<file path="src/timer_pkg.sv">
// constants for the reloadable interval timer
package timer_pkg;
  localparam int          DATA_W       = 16;
  localparam logic [15:0] COUNT_ZERO   = 16'h0000;
  localparam logic [15:0] RELOAD_RESET = 16'h0000;
  localparam logic [15:0] LIVE_RESET   = 16'h0000;
  localparam int          SYNC_STAGES  = 2;
  localparam logic        SEL_RELOAD   = 1'b0; // register_select_n level for reload_value
  localparam logic        SEL_COUNTER  = 1'b1; // register_select_n level for live_down_count
  typedef enum logic [1:0] {
    BUS_IDLE  = 2'b00,
    BUS_READ  = 2'b01,
    BUS_WRITE = 2'b11
  } bus_state_e;
endpackage
</file>
<file path="src/reloadable_interval_timer.sv">
// reloadable 16-bit interval timer with a processor bus port
`timescale 1ns/1ps
module reloadable_interval_timer
  import timer_pkg::*;
(
  input  wire logic              clk,               // fast input clock, 25 MHz
  input  wire logic              sys_rst,           // synchronous reset, active high
  input  wire logic              chip_select_n,     // chip select, active low
  input  wire logic              read_n,            // read strobe, active low
  input  wire logic              write_n,           // write strobe, active low
  input  wire logic              register_select_n, // low reload_value, high counter
  input  wire logic [DATA_W-1:0] data_bus_lines_i,  // data lines from the processor
  output logic      [DATA_W-1:0] data_bus_lines_o,  // data lines to the processor
  output logic                   data_bus_lines_oe, // high while driving the data lines
  output logic                   zero_toggle        // divided clock / interrupt level
);

  ////////////////////////////////////////////////////////////////////////////
  // strobe synchronisation

  logic [3:0] sync_w;
  logic       cs_s_n;
  logic       rd_s_n;
  logic       wr_s_n;
  logic       sel_s;

  // data lines are not synchronised; the processor holds them through the write
  strobe_sync #(
    .WIDTH    (4)
  ) u_sync (
    .clk      (clk),
    .sys_rst  (sys_rst),
    .async_in ({chip_select_n, read_n, write_n, register_select_n}),
    .sync_out (sync_w)
  );

  assign cs_s_n = sync_w[3];
  assign rd_s_n = sync_w[2];
  assign wr_s_n = sync_w[1];
  assign sel_s  = sync_w[0];

  ////////////////////////////////////////////////////////////////////////////
  // bus cycle decoding

  logic       rd_cyc;
  logic       wr_cyc;
  bus_state_e bus_q;
  bus_state_e bus_d;
  logic       wr_start;
  logic       rd_start;

  assign rd_cyc = !cs_s_n && !rd_s_n && wr_s_n;
  assign wr_cyc = !cs_s_n && rd_s_n && !wr_s_n;

  always_comb
  begin
    case (bus_q)
      BUS_IDLE:  bus_d = rd_cyc ? BUS_READ : (wr_cyc ? BUS_WRITE : BUS_IDLE);
      BUS_READ:  bus_d = rd_cyc ? BUS_READ : BUS_IDLE;
      BUS_WRITE: bus_d = wr_cyc ? BUS_WRITE : BUS_IDLE;
      default:   bus_d = BUS_IDLE;
    endcase
  end

  always_ff @(posedge clk)
  begin
    if (sys_rst)
      bus_q <= BUS_IDLE;
    else
      bus_q <= bus_d;
  end

  // each cycle acts once, on its first synchronised cycle; a strobe shorter
  // than one clock may be missed, since it must survive the synchroniser
  assign wr_start = (bus_q == BUS_IDLE) && wr_cyc;
  assign rd_start = (bus_q == BUS_IDLE) && rd_cyc;

  ////////////////////////////////////////////////////////////////////////////
  // command decode

  logic wr_reload;
  logic wr_stop;
  logic rd_enable;

  assign wr_reload = wr_start && (sel_s == SEL_RELOAD);
  assign wr_stop   = wr_start && (sel_s == SEL_COUNTER);
  assign rd_enable = rd_start && (sel_s == SEL_COUNTER);

  ////////////////////////////////////////////////////////////////////////////
  // reload register

  logic [DATA_W-1:0] reload_value_q;

  always_ff @(posedge clk)
  begin
    if (sys_rst)
      reload_value_q <= RELOAD_RESET;
    else if (wr_reload)
      reload_value_q <= data_bus_lines_i;
  end

  ////////////////////////////////////////////////////////////////////////////
  // down counter

  logic [DATA_W-1:0] live_down_count_q;
  logic              run_q;
  logic              loaded_q;
  logic              at_zero;

  // counting never pauses for the bus; a reader gets a captured copy
  // of the count, so a long read cannot slow the divided clock
  assign at_zero = (live_down_count_q == COUNT_ZERO);

  always_ff @(posedge clk)
  begin
    if (sys_rst)
      run_q <= 1'b0;
    else if (wr_stop)
      run_q <= 1'b0;
    else if (rd_enable)
      run_q <= 1'b1;
  end

  // loaded_q marks that the counter holds a value taken from reload_value;
  // the first enabled cycle only loads and does not count as a zero crossing
  always_ff @(posedge clk)
  begin
    if (sys_rst || wr_stop)
    begin
      live_down_count_q <= LIVE_RESET;
      loaded_q          <= 1'b0;
    end
    else if (run_q)
    begin
      if (!loaded_q)
      begin
        live_down_count_q <= reload_value_q;
        loaded_q          <= 1'b1;
      end
      else if (at_zero)
        live_down_count_q <= reload_value_q;
      else
        live_down_count_q <= live_down_count_q - 16'h0001;
    end
  end

  ////////////////////////////////////////////////////////////////////////////
  // zero toggle output

  logic zero_hit;
  logic zero_toggle_q;

  // a stopped one-shot sits at zero; only count down into zero toggles again
  logic was_zero_q;
  assign zero_hit = run_q && loaded_q && at_zero && !was_zero_q;

  always_ff @(posedge clk)
  begin
    if (sys_rst || wr_stop)
      was_zero_q <= 1'b0;
    else if (run_q && loaded_q)
      was_zero_q <= at_zero && (reload_value_q == COUNT_ZERO);
  end

  always_ff @(posedge clk)
  begin
    if (sys_rst)
      zero_toggle_q <= 1'b0;
    else if (wr_stop)
      zero_toggle_q <= 1'b0;
    else if (zero_hit)
      zero_toggle_q <= !zero_toggle_q;
  end

  assign zero_toggle = zero_toggle_q;

  ////////////////////////////////////////////////////////////////////////////
  // read data path

  logic [DATA_W-1:0] rd_data_q;
  logic              drive_q;

  // the live count is captured once so it cannot change under the reader
  always_ff @(posedge clk)
  begin
    if (sys_rst)
      rd_data_q <= COUNT_ZERO;
    else if (rd_start)
      rd_data_q <= (sel_s == SEL_COUNTER) ? live_down_count_q : reload_value_q;
  end

  // drive only once rd_data_q holds this cycle's capture, never stale data
  // left from a read cycle that started while a write was still closing
  always_ff @(posedge clk)
  begin
    if (sys_rst)
      drive_q <= 1'b0;
    else
      drive_q <= rd_start || (drive_q && rd_cyc);
  end

  assign data_bus_lines_o  = rd_data_q;
  assign data_bus_lines_oe = drive_q && rd_cyc;

endmodule // reloadable_interval_timer

</file>
<file path="src/strobe_sync.sv">
// two-stage synchroniser for the asynchronous bus strobes
`timescale 1ns/1ps
module strobe_sync
  import timer_pkg::*;
#(
  parameter int WIDTH = 4
)(
  input  wire logic             clk,      // system clock
  input  wire logic             sys_rst,  // synchronous reset
  input  wire logic [WIDTH-1:0] async_in, // raw strobes, idle high
  output logic      [WIDTH-1:0] sync_out  // synchronised strobes
);
  genvar i;
  generate
    for (i = 0; i < WIDTH; i = i + 1)
    begin : g_bit
      logic meta_q;
      logic stable_q;
      always_ff @(posedge clk)
      begin
        if (sys_rst)
        begin
          meta_q   <= 1'b1;
          stable_q <= 1'b1;
        end
        else
        begin
          meta_q   <= async_in[i];
          stable_q <= meta_q;
        end
      end
      assign sync_out[i] = stable_q;
    end
  endgenerate
endmodule // strobe_sync

</file>
<file path="config.mk">
export PLATFORM = sky130hd
export DESIGN_NAME = reloadable_interval_timer
export DESIGN_NICKNAME = d
export VERILOG_FILES = /design/src/timer_pkg.sv /design/src/reloadable_interval_timer.sv /design/src/strobe_sync.sv
export SDC_FILE = /design/constraint.sdc
export NUM_CORES = 1
export LEC_CHECK = 0
export BUFFER_PORTS_ARGS = -buffer_cell sky130_fd_sc_hd__buf_2
export CORE_MARGIN = 8
export CORE_UTILIZATION = 51
export CTS_BUF_LIST = sky130_fd_sc_hd__clkbuf_16
export DETAILED_ROUTE_END_ITERATION = 10
export PLACE_DENSITY = 0.75
export SETUP_SLACK_MARGIN = 0.1
export SLEW_MARGIN = 30
export SYNTH_ARGS = -nofsm -noshare
export SYNTH_HDL_FRONTEND = slang
export SYNTH_SLANG_ARGS = --single-unit
</file>
<file path="constraint.sdc">
create_clock -name clk -period 2.4 [get_ports clk]
set_clock_uncertainty 0.2 [all_clocks]
set_input_delay 0.12 -clock clk [delete_from_list [all_inputs] [get_ports clk]]
set_output_delay 0.12 -clock clk [all_outputs]
set_load 0.05 [all_outputs]
</file>
==> impl_results.md <==
* Cell-internal power at 2030 uW
* Most frequent cells in the layout: 63 x dfxtp_1, 49 x nor2_1, 39 x buf_2, 35 x mux2i_1, 23 x buf_4
* Ys flop type: dfxtp_1
* Clock latency on the worst-skew pair at 0.33 ns
* Cell Area, Synth at 2870 um^2
* Clock transition at the registers of the reported paths at 0.05 ns
* CTS tree: done
* Normalized max-slew margin at 0.584
* Post-Synthesis Cells at 315
* Site Rows at 27
* Die footprint at 8280 um^2
* Seq/Total Area, Yosys at 0.440
* Power per cell area at 683 nW/um^2
* Fin Setup TNS at 0 ns
* Clock buffers created by TritonCTS at 9
* DRC Markers at 0
* Hold/Removal Path Class: in -> reg
* RD Place Congestion at 0.925
* Number of synthesized flops with an enable pin at 0
* Root buffer cell: clkbuf_16
* Mapped Nets at 339
* Warnings from Yosys at 0
* Worst Path Max Fanout at 15
* Post-synthesis register bit count at 63
* RSZ-0062 raised after global routing: no
* Total power at 2580 uW
* Worst Tran Pin Value at 0.618 ns
* Final Hold Fails at 1
* Critical path required time at 2.42 ns
* Peak supply drop at 0.380 mV
* Critical path launch point type: flop
* Synth top area share at 0.440
* Fmax at 451 MHz
* Pleak at 0.00158 uW
* Setup CP Type: reg -> reg
* DRT antenna net count at 0
* Clock Path Buffers at 2
* Final #Nets at 410
* Commonest non-fill, non-tap cell in the layout: dfxtp_1
* Flop pwr share at 0.413
* Syn avg cell area at 9.10 um^2
* WL per Instance at 16.8 um
* Diodes inserted at 0
* Final Cycle Share at 0.924
* Async S/R FF share, synth at 0
* Max Cap Viol at 0
* Core Region at 5470 um^2
* Vias in the first global route at 2569
* Die Ht at 91.0 um
* Max Slew Vio Count at 0
* Initial DRT Pass Iterations at 5
* DP Area at 3230 um^2
* Initial antenna violation count at 0
* Final HPWL from detailed placement at 5120 um
* Failing checks: hold timing
* Combinational power share at 0.056
* Period minus WS final at 2.22 ns
* P_sw at 551 uW
* Starting DRC count in detailed routing at 291
* GR Overflow Total at 0
* Via count at 2706
* Total track usage at 0.186
* Total wire length at 7780 um
* Largest net degree at the start of global routing at 45
* Setup Viol. Count Final at 0
* Crit path DAT at 2.24 ns
* Top cells by area, synth: dfxtp_1 44%, mux2i_1 12%, nor2_1 6.4%
* Clock power share at 0.530
* Port Buf Inserts at 39
* Initial Utilization at 0.524
* Switching share of power at 0.213
* Clk sinks at 63
* Top cell type by total area after synthesis: dfxtp_1
* Yosys cell types at 48
* Synth-to-Final Area Change at 31.8%
* H-tree levels at 3
* Fraction of layout cells with a size suffix above 1 at 0.253
* Die W at 91.0 um
* Hold WS at -0.000693 ns
* Status: complete, but fails checks
* DR vias/cell at 5.84
* Post-route cell area at 3780 um^2
* First-pass GRT wire length at 12500 um
* I/O pin cnt at 40
* CP endpoint kind: flop
## worst paths after layout
| check | start | to | slack (ns) | cells past startpoint |
|---|---|---|---|---|
| worst max-delay path | live_down_count_q[9] | live_down_count_q[2] | 0.18 | 5 |
| worst min-delay path | sys_rst | live_down_count_q[9] | -0.0007 | 4 |
| worst max register to register | live_down_count_q[9] | live_down_count_q[2] | 0.18 | 5 |
| worst min register to register | u_sync.g_bit[3].meta_q | u_sync.g_bit[3].stable_q | 0.20 | 1 |
## what timing repair did
item	CTS	global route
gates resized for setup	0	2
hold buffers	20	0
setup buffers	0	4
hold endpoints to repair	20	0
endpoints found under the setup margin	0	6
## registers in the layout, indices dropped and copies added (netlist names)
register,flops
data_bus_lines_o,16
live_down_count_q,16
reload_value_q,16
u_sync.g_bit.meta_q,4
u_sync.g_bit.stable_q,4
bus_q,2
drive_q,1
loaded_q,1
run_q,1
was_zero_q,1
zero_toggle,1
## power groups by stage
stage	combinational [uW]	sequential, uW	clock, uW
after CTS	142	1070	1380
after global placement	115	1090	0
after floorplan	64.4	1100	0
after global routing	157	1070	1430
final	146	1070	1370
after detailed placement	116	1090	0
## area by class of cell
type,instances,area (um^2)
Clock buffer,9,225
Multi-Input combinational cell,225,1510
Timing Repair Buffer,83,588
Sequential cell,63,1260
Inverter,4,15.0
Clock inverter,7,88.8
Fill cell,435,1690
Tap cell,72,90.1
## synth_stat cells (2+ instances only)
| cell type | n |
|---|---|
| o21ai_0 | 9 |
| a21o_1 | 2 |
| a2bb2oi_1 | 2 |
| nand3_1 | 4 |
| nor4_1 | 11 |
| a211oi_1 | 16 |
| clkbuf_1 | 18 |
| nand2b_1 | 3 |
| a31oi_1 | 2 |
| or3_1 | 4 |
| nor3b_1 | 2 |
| or2_2 | 9 |
| ha_1 | 2 |
| o22ai_1 | 4 |
| mux2_4 | 2 |
| inv_1 | 4 |
| nand2_1 | 14 |
| nand4_1 | 3 |
| nor2_1 | 49 |
| buf_2 | 4 |
| a32o_1 | 5 |
| mux2i_1 | 35 |
| dfxtp_1 | 63 |
| nor2b_1 | 3 |
| a21oi_1 | 11 |
| nor3_1 | 11 |
| and3_1 | 2 |
## cells by family after synthesis
kind of cell	after synthesis	synth area share
mux	38	0.137
buf+inv	27	0.0397
simple gates	121	0.215
xor+xnor	2	0.00611
compound gates	62	0.154
fa+ha+maj	2	0.00872
flops	63	0.440
## critical path, cell delays in order, from the launching register on
cell and delay (ns):
dfxtp_1 0.36, or4_4 0.54, nand4b_4 0.22, and2_4 0.27, mux2_4 0.32, a32o_1 0.20
## through the flow
stage	util	worst slack, ns	std cells
after floorplan	-	0.160	315
after detailed placement	0.589	0.200	423
final	0.690	0.183	463
after CTS	0.683	0.182	459
after global placement	0.589	0.223	423
after global routing	0.690	0.102	463
## layer usage
layer	routed length (um)	track usage
met3	676	0.0519
met4	203	0.108
met5	0	0
met1	3320	0.226
met2	3580	0.289
(Power assumes the default switching activity.)
